<file path="src/core/bimo_regs.svh">
/*
 * Constants of the branch/increment/move execution block: register offsets,
 * field positions, reset values and instruction encodings.
 * Assumes it is included by its bare name wherever these values are needed.
 */
`ifndef BIMO_REGS_SVH
`define BIMO_REGS_SVH

// register offsets (byte addresses, one aligned word each)
`define BIMO_OFF_CTRL 8'h00
`define BIMO_OFF_STATE 8'h04
`define BIMO_OFF_WORK 8'h08
`define BIMO_OFF_OPTION 8'h0C
`define BIMO_OFF_STATUS 8'h10
`define BIMO_OFF_STACK 8'h14
`define BIMO_OFF_FILEPTR 8'h18
`define BIMO_OFF_FILEDATA 8'h1C

// field positions
`define BIMO_CTRL_RUN_BIT 0
`define BIMO_STATE_VALID_BIT 16
`define BIMO_STATE_STAT_LSB 24
`define BIMO_Z_BIT 2
`define BIMO_PAGE_MSB 6
`define BIMO_PAGE_LSB 5

// reset values
`define BIMO_RESET_PC 11'h7FF
`define BIMO_WORK_RST 8'h00
`define BIMO_STATUS_RST 8'h00
`define BIMO_OPTION_RST 8'hFF

// instruction encodings
`define BIMO_ENC_JUMP 3'h5
`define BIMO_ENC_RETURN 4'h8
`define BIMO_ENC_INC 6'h0A
`define BIMO_ENC_INCSKIP 6'h0F
`define BIMO_ENC_COPY_WORK 7'h01
`define BIMO_ENC_OPTION 12'h002

// bus responses
`define BIMO_RESP_OKAY 2'h0
`define BIMO_RESP_SLVERR 2'h2

`endif

</file>
<file path="src/core/bimo_pkg.sv">
/*
 * Types of the branch/increment/move execution block: instruction word,
 * operation kinds and the decoded instruction, with the decoder itself.
 * Assumes bimo_regs.svh is on the include path.
 */
`include "bimo_regs.svh"

package bimo_pkg;

	typedef logic [11:0] bimoWord_t;

	// operation kinds of the implemented subset
	typedef enum logic [2:0] {
		OP_NOP = 3'b000,
		OP_JUMP = 3'b001,
		OP_INC = 3'b010,
		OP_INCSKIP = 3'b011,
		OP_COPY_WORK = 3'b100,
		OP_OPTION = 3'b101,
		OP_RETURN = 3'b110
	} bimoOp_t;

	typedef struct packed {
		bimoOp_t op;
		logic dest;
		logic [4:0] fileAddr;
		logic [8:0] lit;
	} bimoDec_t;

	// words outside the subset decode as no-operation
	function automatic bimoDec_t bimoDecode(input bimoWord_t w);
		bimoDec_t d;
		d.dest = w[5];
		d.fileAddr = w[4:0];
		d.lit = w[8:0];
		if (w[11:9] == `BIMO_ENC_JUMP) begin
			d.op = OP_JUMP;
		end else if (w[11:8] == `BIMO_ENC_RETURN) begin
			d.op = OP_RETURN;
		end else if (w[11:6] == `BIMO_ENC_INC) begin
			d.op = OP_INC;
		end else if (w[11:6] == `BIMO_ENC_INCSKIP) begin
			d.op = OP_INCSKIP;
		end else if (w[11:5] == `BIMO_ENC_COPY_WORK) begin
			d.op = OP_COPY_WORK;
		end else if (w == `BIMO_ENC_OPTION) begin
			d.op = OP_OPTION;
		end else begin
			d.op = OP_NOP;
		end
		return d;
	endfunction : bimoDecode

endpackage : bimo_pkg

</file>
<file path="src/core/bimo_core.sv">
/*
 * Execution core for jump, increment, increment-with-skip, work-to-file move,
 * option load, no-operation and return-with-constant, with its own work,
 * status, option and file registers, a small return stack, and an AXI4-Lite
 * slave for control and inspection.
 * Assumes program memory answers progWord combinationally for progAddr.
 */
// Chosen here: the address map and register access over AXI4-Lite.
`timescale 1ns/1ps
`include "bimo_regs.svh"

////////////////////////////////////////////////////////////////////////////////
// Notes on behaviour
// (RULE1) jump loads nine-bit immediate into low PC
// (RULE2) jump fills upper PC from status page bits
// (RULE3) jump takes two cycles, flags untouched
// (RULE4) add one to file sets zero flag
// (RULE5) dest bit: 0 to work, 1 to file
// (RULE6) skip variant keeps flags, squashes fetched word on zero result
// (RULE7) skip variant: one cycle, two on skip
// (RULE8) copy work to file, one cycle, no flags
// (RULE9) option word loads option from work
// (RULE10) return puts eight-bit constant in work
// (RULE11) return reloads PC from stack top, two cycles
// (RULE12) all-zero word changes nothing, one cycle
// (RULE13) PC beyond memory wraps to low addresses
// (RULE14) two-cycle ops flush prefetched word first
module bimo_core #(
	parameter int PROG_AW = 9,
	parameter int STACK_D = 2,
	parameter int FILE_N = 32,
	parameter int AXI_AW = 8
) (
	// clock and reset
	input wire logic clk,
	input wire logic rst,
	// program memory fetch
	output logic [PROG_AW-1:0] progAddr,
	input wire bimo_pkg::bimoWord_t progWord,
	// option register toward the timer
	output logic [7:0] optionOut,
	// AXI4-Lite write address and data
	input wire logic awvalid,
	output logic awready,
	input wire logic [AXI_AW-1:0] awaddr,
	input wire logic [2:0] awprot,
	input wire logic wvalid,
	output logic wready,
	input wire logic [31:0] wdata,
	input wire logic [3:0] wstrb,
	// AXI4-Lite write response
	output logic bvalid,
	input wire logic bready,
	output logic [1:0] bresp,
	// AXI4-Lite read
	input wire logic arvalid,
	output logic arready,
	input wire logic [AXI_AW-1:0] araddr,
	input wire logic [2:0] arprot,
	output logic rvalid,
	input wire logic rready,
	output logic [31:0] rdata,
	output logic [1:0] rresp
);
	import bimo_pkg::*;

	localparam logic [10:0] RESET_PC_FULL = `BIMO_RESET_PC;

	// fetch and execute state
	logic [PROG_AW-1:0] pcFetch_r;
	bimoWord_t instr_r;
	logic execValid_r;
	// architectural state
	logic [7:0] wReg_r;
	logic [7:0] statusReg_r;
	logic [7:0] optionReg_r;
	logic [7:0] fileMem_r [FILE_N];
	logic [PROG_AW-1:0] stack_r [STACK_D];
	// control
	logic runCtrl_r;
	logic [4:0] filePtr_r;
	// bus slave
	logic awready_r;
	logic wready_r;
	logic awHeld_r;
	logic wHeld_r;
	logic [AXI_AW-1:0] awAddr_r;
	logic [31:0] wData_r;
	logic [3:0] wStrb_r;
	logic bvalid_r;
	logic [1:0] bresp_r;
	logic arready_r;
	logic rvalid_r;
	logic [31:0] rdata_r;
	logic [1:0] rresp_r;

	// decode and datapath
	bimoDec_t dec;
	logic [7:0] incResult;
	logic incZero;
	logic flush;
	logic [10:0] jumpFull;
	logic busWrEn;
	logic busWrLane0;
	logic coreWrOk;
	logic [31:0] rdMux;
	logic rdErr;
	logic wrErr;

	// register hit on the word address; upper address bits must be zero
	function automatic logic regHit(input logic [AXI_AW-1:0] addr, input logic [7:0] off);
		return ((addr >> 8) == '0) && (addr[7:2] == off[7:2]);
	endfunction : regHit

	function automatic logic isMapped(input logic [AXI_AW-1:0] addr);
		return regHit(addr, `BIMO_OFF_CTRL) || regHit(addr, `BIMO_OFF_STATE)
			|| regHit(addr, `BIMO_OFF_WORK) || regHit(addr, `BIMO_OFF_OPTION)
			|| regHit(addr, `BIMO_OFF_STATUS) || regHit(addr, `BIMO_OFF_STACK)
			|| regHit(addr, `BIMO_OFF_FILEPTR) || regHit(addr, `BIMO_OFF_FILEDATA);
	endfunction : isMapped

	////////////////////////////////////////////////////////////////////////////
	// datapath of the instruction in execute
	always_comb begin
		dec = bimoDecode(instr_r);
		incResult = fileMem_r[dec.fileAddr] + 8'h01;
		incZero = (incResult == 8'h00);
		jumpFull = {statusReg_r[`BIMO_PAGE_MSB:`BIMO_PAGE_LSB], dec.lit}; // RULE2
		flush = 1'b0;
		if (execValid_r) begin
			flush = (dec.op == OP_JUMP) || (dec.op == OP_RETURN) // RULE3 RULE11
				|| ((dec.op == OP_INCSKIP) && incZero); // RULE6 RULE7
		end
	end

	// a write commits once address and data are both held
	assign busWrEn = awHeld_r && wHeld_r && !bvalid_r;
	assign busWrLane0 = busWrEn && wStrb_r[0];
	// core state only takes bus writes while halted, so the two never collide
	assign coreWrOk = busWrLane0 && !runCtrl_r;
	assign wrErr = !isMapped(awAddr_r);

	////////////////////////////////////////////////////////////////////////////
	// fetch: the next word is prefetched while the current one executes
	always_ff @(posedge clk) begin
		if (rst) begin
			pcFetch_r <= RESET_PC_FULL[PROG_AW-1:0]; // RULE13
			instr_r <= 12'h000;
			execValid_r <= 1'b0;
		end else if (runCtrl_r) begin
			instr_r <= progWord;
			if (flush) begin
				execValid_r <= 1'b0; // RULE14
			end else begin
				execValid_r <= 1'b1;
			end
			if (execValid_r && dec.op == OP_JUMP) begin
				pcFetch_r <= jumpFull[PROG_AW-1:0]; // RULE1 RULE13
			end else if (execValid_r && dec.op == OP_RETURN) begin
				pcFetch_r <= stack_r[0]; // RULE11
			end else begin
				pcFetch_r <= pcFetch_r + 1'b1; // RULE13
			end
		end
	end

	assign progAddr = pcFetch_r;

	////////////////////////////////////////////////////////////////////////////
	// architectural state: executed by the core, or written by the bus when halted
	always_ff @(posedge clk) begin
		if (rst) begin
			wReg_r <= `BIMO_WORK_RST;
			statusReg_r <= `BIMO_STATUS_RST;
			optionReg_r <= `BIMO_OPTION_RST;
			for (int i = 0; i < FILE_N; i++) begin
				fileMem_r[i] <= 8'h00;
			end
			for (int i = 0; i < STACK_D; i++) begin
				stack_r[i] <= '0;
			end
		end else if (runCtrl_r && execValid_r) begin
			case (dec.op)
				OP_INC: begin
					if (dec.dest) begin
						fileMem_r[dec.fileAddr] <= incResult; // RULE4 RULE5
					end else begin
						wReg_r <= incResult; // RULE5
					end
					statusReg_r[`BIMO_Z_BIT] <= incZero; // RULE4
				end
				OP_INCSKIP: begin
					// flags stay as they are here
					if (dec.dest) begin
						fileMem_r[dec.fileAddr] <= incResult; // RULE5 RULE6
					end else begin
						wReg_r <= incResult; // RULE5 RULE6
					end
				end
				OP_COPY_WORK: begin
					fileMem_r[dec.fileAddr] <= wReg_r; // RULE8
				end
				OP_OPTION: begin
					optionReg_r <= wReg_r; // RULE9
				end
				OP_RETURN: begin
					wReg_r <= dec.lit[7:0]; // RULE10
					// pop; the bottom entry keeps its value
					for (int i = 0; i < STACK_D - 1; i++) begin
						stack_r[i] <= stack_r[i+1]; // RULE11
					end
				end
				default: begin
					// jump and no-operation touch no state here
				end // RULE3 RULE12
			endcase
		end else if (coreWrOk) begin
			if (regHit(awAddr_r, `BIMO_OFF_WORK)) begin
				wReg_r <= wData_r[7:0];
			end else if (regHit(awAddr_r, `BIMO_OFF_STATUS)) begin
				statusReg_r <= wData_r[7:0];
			end else if (regHit(awAddr_r, `BIMO_OFF_FILEDATA)) begin
				fileMem_r[filePtr_r] <= wData_r[7:0];
			end else if (regHit(awAddr_r, `BIMO_OFF_STACK)) begin
				// push: new return address on top
				stack_r[0] <= wData_r[PROG_AW-1:0];
				for (int i = 1; i < STACK_D; i++) begin
					stack_r[i] <= stack_r[i-1];
				end
			end
		end
	end

	assign optionOut = optionReg_r;

	////////////////////////////////////////////////////////////////////////////
	// control register and file pointer, bus only
	always_ff @(posedge clk) begin
		if (rst) begin
			runCtrl_r <= 1'b0;
			filePtr_r <= 5'h00;
		end else if (busWrLane0) begin
			if (regHit(awAddr_r, `BIMO_OFF_CTRL)) begin
				runCtrl_r <= wData_r[`BIMO_CTRL_RUN_BIT];
			end else if (regHit(awAddr_r, `BIMO_OFF_FILEPTR)) begin
				filePtr_r <= wData_r[4:0];
			end
		end
	end

	////////////////////////////////////////////////////////////////////////////
	// write channels: address and data are held independently, either order
	always_ff @(posedge clk) begin
		if (rst) begin
			awready_r <= 1'b0;
			wready_r <= 1'b0;
			awHeld_r <= 1'b0;
			wHeld_r <= 1'b0;
			awAddr_r <= '0;
			wData_r <= 32'h00000000;
			wStrb_r <= 4'h0;
			bvalid_r <= 1'b0;
			bresp_r <= `BIMO_RESP_OKAY;
		end else begin
			// ready reopens only when the previous write has fully retired
			if (!awHeld_r && !bvalid_r && !awready_r) begin
				awready_r <= 1'b1;
			end
			if (!wHeld_r && !bvalid_r && !wready_r) begin
				wready_r <= 1'b1;
			end
			if (awvalid && awready_r) begin
				awHeld_r <= 1'b1;
				awAddr_r <= awaddr;
				awready_r <= 1'b0;
			end
			if (wvalid && wready_r) begin
				wHeld_r <= 1'b1;
				wData_r <= wdata;
				wStrb_r <= wstrb;
				wready_r <= 1'b0;
			end
			if (busWrEn) begin
				awHeld_r <= 1'b0;
				wHeld_r <= 1'b0;
				bvalid_r <= 1'b1;
				bresp_r <= wrErr ? `BIMO_RESP_SLVERR : `BIMO_RESP_OKAY;
			end
			if (bvalid_r && bready) begin
				bvalid_r <= 1'b0;
			end
		end
	end

	assign awready = awready_r;
	assign wready = wready_r;
	assign bvalid = bvalid_r;
	assign bresp = bresp_r;

	////////////////////////////////////////////////////////////////////////////
	// read mux: shows live core state
	always_comb begin
		rdMux = 32'h00000000;
		rdErr = 1'b0;
		if (regHit(araddr, `BIMO_OFF_CTRL)) begin
			rdMux[`BIMO_CTRL_RUN_BIT] = runCtrl_r;
		end else if (regHit(araddr, `BIMO_OFF_STATE)) begin
			rdMux[PROG_AW-1:0] = pcFetch_r;
			rdMux[`BIMO_STATE_VALID_BIT] = execValid_r;
			rdMux[`BIMO_STATE_STAT_LSB +: 8] = statusReg_r;
		end else if (regHit(araddr, `BIMO_OFF_WORK)) begin
			rdMux[7:0] = wReg_r;
		end else if (regHit(araddr, `BIMO_OFF_OPTION)) begin
			rdMux[7:0] = optionReg_r;
		end else if (regHit(araddr, `BIMO_OFF_STATUS)) begin
			rdMux[7:0] = statusReg_r;
		end else if (regHit(araddr, `BIMO_OFF_STACK)) begin
			rdMux[PROG_AW-1:0] = stack_r[0];
		end else if (regHit(araddr, `BIMO_OFF_FILEPTR)) begin
			rdMux[4:0] = filePtr_r;
		end else if (regHit(araddr, `BIMO_OFF_FILEDATA)) begin
			rdMux[7:0] = fileMem_r[filePtr_r];
		end else begin
			rdErr = 1'b1;
		end
	end

	// read channel: one read in flight, data captured at the address edge
	always_ff @(posedge clk) begin
		if (rst) begin
			arready_r <= 1'b0;
			rvalid_r <= 1'b0;
			rdata_r <= 32'h00000000;
			rresp_r <= `BIMO_RESP_OKAY;
		end else begin
			if (!rvalid_r && !arready_r) begin
				arready_r <= 1'b1;
			end
			if (arvalid && arready_r) begin
				arready_r <= 1'b0;
				rvalid_r <= 1'b1;
				rdata_r <= rdMux;
				rresp_r <= rdErr ? `BIMO_RESP_SLVERR : `BIMO_RESP_OKAY;
			end
			if (rvalid_r && rready) begin
				rvalid_r <= 1'b0;
			end
		end
	end

	assign arready = arready_r;
	assign rvalid = rvalid_r;
	assign rdata = rdata_r;
	assign rresp = rresp_r;

endmodule : bimo_core

</file>
<file path="config.mk">
export PLATFORM = sky130hd
export DESIGN_NAME = bimo_core
export DESIGN_NICKNAME = d
export VERILOG_FILES = /design/src/core/bimo_pkg.sv /design/src/core/bimo_core.sv
export VERILOG_INCLUDE_DIRS = /design/src /design/src/core
export SDC_FILE = /design/constraint.sdc
export NUM_CORES = 1
export LEC_CHECK = 0
export BUFFER_PORTS_ARGS = -buffer_cell sky130_fd_sc_hd__clkbuf_2
export CAP_MARGIN = 10
export CORE_UTILIZATION = 30
export CTS_BUF_LIST = sky130_fd_sc_hd__clkbuf_8
export DETAILED_ROUTE_END_ITERATION = 6
export SLEW_MARGIN = 15
export SYNTH_ARGS = -nofsm -noshare
export SYNTH_HDL_FRONTEND = slang
export SYNTH_SLANG_ARGS = --single-unit
</file>
<file path="constraint.sdc">
create_clock -name clk -period 4 [get_ports clk]
set_input_delay 0.2 -clock clk [delete_from_list [all_inputs] [get_ports clk]]
set_output_delay 0.2 -clock clk [all_outputs]
set_load 0.01 [all_outputs]
</file>
==> metrics.md <==
| Metric | Value |
|---|---|
| Post-Syn Instances | `1608` |
| Share of layout cells above drive strength 1 | `a little over a quarter` |
| Final core utilization | `~36%` |
| Avg Cell Area, Syn | `approximately 12 um^2` |
| Layout overhead on the synthesized area | `18.2%` |
| Main combinational cell family by area after synthesis | `multiplexers` |
| Clock latency on the worst-skew pair | `660 ps` |
| Post-Synth Simple-Gate Area | `a little over an eighth` |
| Maximum number of pins on one net before global-route repair | `67` |
| Worst EP required | `approximately 4400 ps` |
| DIE HEIGHT | `between 200 and 300 um` |
| Yosys cell types | `70` |
| Slew Limit Fails | `0` |
| Compound-Gate Fraction of Synth Area | `9.81%` |
| Crit path DAT | `between 4000 and 5000 ps` |
| Cell Chain, Critical Path | `buf_12, mux4_2, mux4_2, mux2i_4, inv_1, ha_1, inv_1, nor3_1, xor2_1, a211oi_1, a21oi_2, buf_12, nor2_1` |
| Max VDD drop | `~0.2 mV` |
| Fin crit share | `between 90% and 100%` |
| Fill count | `between 6000 and 7000` |
| Hold Path Class | `input port to flop` |
| XOR/XNOR Fraction of Synth Area | `0.573%` |
| Mux contribution to synthesized area | `20.2%` |
| Mapped Area | `slightly below 20000 um^2` |
| Crit-path slowest cell | `mux4_2` |
| Leakage | `around 8 nW` |
| Post-DRT Antenna Nets | `0` |
| Fin Setup TNS | `0 ps` |
| Nets | `around 1800` |
| Max Cap Violations | `0` |
| Run status | `complete, no violations` |
| CTS Buffer Depth | `3` |
| DRC | `0` |
| Max H-tree Level | `3` |
| Synth Area in Adders | `less than 1%` |
| CTS sink count | `around 380` |
| WL/cell | `between 20 and 25 um` |
| GRT Util Overall | `18.1%` |
| Skew final | `just over 60 ps` |
| Worst-path clk slew | `about 60 ps` |
| Site row count | `94` |
| Io pins | `approximately 140` |
| Antenna violations before repair | `2` |
| CP max stage delay | `roughly 550 ps` |
| Top cells by area, synth | `edfxtp_1 41%, mux4_2 17%, dfxtp_1 11%` |
| CP Buf/Inv Count | `4` |
| Worst Path Max Fanout | `32` |
| Most frequent cells in the layout | `274 x edfxtp_1, 267 x nor2_1, 148 x mux4_2, 123 x nand2_1, 100 x dfxtp_1` |
| Met2 Usage GRT | `roughly 30%` |
| Slew @ Worst Pin | `roughly 1100 ps` |
| Num CTS Buffers | `between 60 and 70` |
| Vias in the first global route | `approximately 15000` |
| Vias per cell | `around 5.4` |
| Met1 usage | `23.6%` |
| Fin crit period | `3800 ps` |
| Post-synth EDFFs | `274` |
| CTS tree | `built` |
| Final setup vio count | `0` |
| Die area | `slightly below 70000 um^2` |
| Crit path kind | `flop to flop` |
| DP Worst Slack | `212 ps` |
| RSZ-0062 raised after global routing | `false` |
| Post-synthesis register bit count | `approximately 380` |
| Area of the multi-input gates | `approximately 8900 um^2` |
| FF/Latch Area | `10300 um^2` |
| Yosys top cell area share | `a little over 40%` |
| Gr busiest metal | `met2` |
| Crit path capture type | `flop` |
| Core outline area | `around 66000 um^2` |
| Peak Freq | `263 MHz` |
| Commonest non-fill, non-tap cell in the layout | `edfxtp_1` |
| Met3 usage in global routing | `3.37%` |
| Post-synthesis sequential area ratio | `between 50% and 60%` |
| Yosys top cell by area | `edfxtp_1` |
| Die X | `about 260 um` |
| Via Count | `14600` |
| Final Hold Viols | `0` |
| Post-DP HPWL | `roughly 42000 um` |
| Final worst setup slack | `about 200 ps` |
| Startpoint types | `flop` |
| Total global routing overflow | `0` |
| Delay-heaviest family, CP | `multiplexers` |
| Post-CTS sizing | `0` |
| Slew HR | `between 20% and 30%` |
| IO buf count | `just over 80` |
| Initial drt markers | `1709` |
| Post-synth ARST share | `0%` |
| Initial Utilization | `a little under a third` |
| Main synth FF type | `edfxtp_1` |
| Post-Route WL | `61100 um` |
| Global-route wire length before repair | `a little over 90000 um` |
| Synth Warn # | `0` |
| 1st-pass router iterations | `5` |
| GP Congestion | `roughly 0.9` |
| P per Cell Area | `~380 nW/um^2` |
| Root Driver | `clkbuf_8` |
-- final cells by class --
| cell class | count | share of cell area (%) |
|---|---|---|
| Clock buffer | 79 | 4.63 |
| Sequential cell | 379 | 44.0 |
| Multi-Input combinational cell | 1088 | 37.8 |
| Clock inverter | 38 | 1.64 |
| Tap cell | 864 | 4.60 |
| Inverter | 18 | 0.288 |
| Antenna cell | 2 | 0.0213 |
| Timing Repair Buffer | 213 | 7.02 |
-- state kept, by name (all words and copies together), names as in the netlist, named ones only --
signal       flops
bvalid           1
progAddr         9
awAddr_r         6
fileMem_r      256
awHeld_r         1
arready          1
runCtrl_r        1
rdata           18
rresp            1
wReg_r           8
instr_r         12
stack_r         18
filePtr_r        5
execValid_r      1
rvalid           1
optionOut        8
statusReg_r      8
wready           1
bresp            1
awready          1
wStrb_r          1
wData_r          9
wHeld_r          1
-- metrics by stage --
| step | hold slack (ps) | instance area, um^2 | instances | power, mW |
|---|---|---|---|---|
| finish | 34.0 | 23500 | 2681 | 8.88 |
| global route | 48.6 | 23500 | 2681 | 9.16 |
| CTS | 6.49 | 23500 | 2675 | 8.93 |
| detailed placement | 434 | 21500 | 2512 | 4.90 |
| global placement | 437 | 21500 | 2512 | 4.88 |
| floorplan | 336 | 19900 | 1623 | 4.72 |
-- Yosys cell counts, drive strengths merged (3+ instances only) --
| cell type | n |
|---|---|
| nand3b | 4 |
| o221ai | 3 |
| nand2 | 123 |
| and2 | 5 |
| a21o | 3 |
| mux4 | 148 |
| buf | 59 |
| or2 | 6 |
| a21oi | 94 |
| nand3 | 24 |
| mux2i | 59 |
| nor2 | 268 |
| and3 | 9 |
| ha | 3 |
| a211oi | 52 |
| nor2b | 20 |
| xor2 | 7 |
| a31oi | 5 |
| o21ai | 20 |
| o31a | 3 |
| a221oi | 3 |
| a311oi | 3 |
| nor3b | 35 |
| a211o | 13 |
| nand2b | 47 |
| o22ai | 7 |
| inv | 18 |
| o211ai | 13 |
| o211a | 3 |
| dfxtp | 105 |
| edfxtp | 274 |
| mux2 | 4 |
| a21boi | 3 |
| or3 | 5 |
| a22o | 20 |
| xnor2 | 6 |
| o2111ai | 4 |
| clkbuf | 79 |
| nor4 | 4 |
| nor3 | 18 |
| a22oi | 7 |
-- layer usage --
metal	vias up	wire length (um)
met4	2	2190
met1	7380	25600
li1	6411	-
met3	118	4530
met5	-	13
met2	643	28800
-- final timing paths --
check / to / from / slack, ps / cells past startpoint
worst min register to register: rdata[4]$_SDFFE_PP0P_ / rdata[4]$_SDFFE_PP0P_ / 440 / 2
worst max-delay path: fileMem_r[9][4]$_SDFFCE_PN0P_ / flop / 200 / 13
worst max register to register: fileMem_r[9][4]$_SDFFCE_PN0P_ / flop / 200 / 13
worst min-delay path: rdata[3]$_SDFFE_PP0P_ / araddr[6] / 30 / 4
-- where the power goes --
group          internal [mW]  switching (mW)  total, mW
clock network           2.32            1.70       4.02
logic                  0.181           0.269      0.450
registers               4.31          0.0931       4.40
-- tightest hold or removal path: cells and delay by family --
family | cells | cell delay (ps)
simple gates | 2 | 260
compound gates | 1 | 70
buf+inv | 1 | 90
-- cell families (layout without fill, tap and decap cells) --
| group | after synthesis | count (layout) |
|---|---|---|
| AOI/OAI and AO/OA | 267 | 267 |
| xor gates and xnor gates | 13 | 13 |
| adders and majority gates | 3 | 3 |
| buffers and inverters | 156 | 348 |
| DFF | 379 | 379 |
| muxes | 211 | 211 |
| other | 1 | 18 |
| and+or+nand+nor | 578 | 578 |
-- timing repair --
action / 4_1_cts / 5_1_grt
setup buffers: 0 / 4
endpoints found under the setup margin: 0 / 29
endpoints found under the hold margin: 51 / 0
hold buffers: 46 / 0
(Power assumes the default switching activity.)
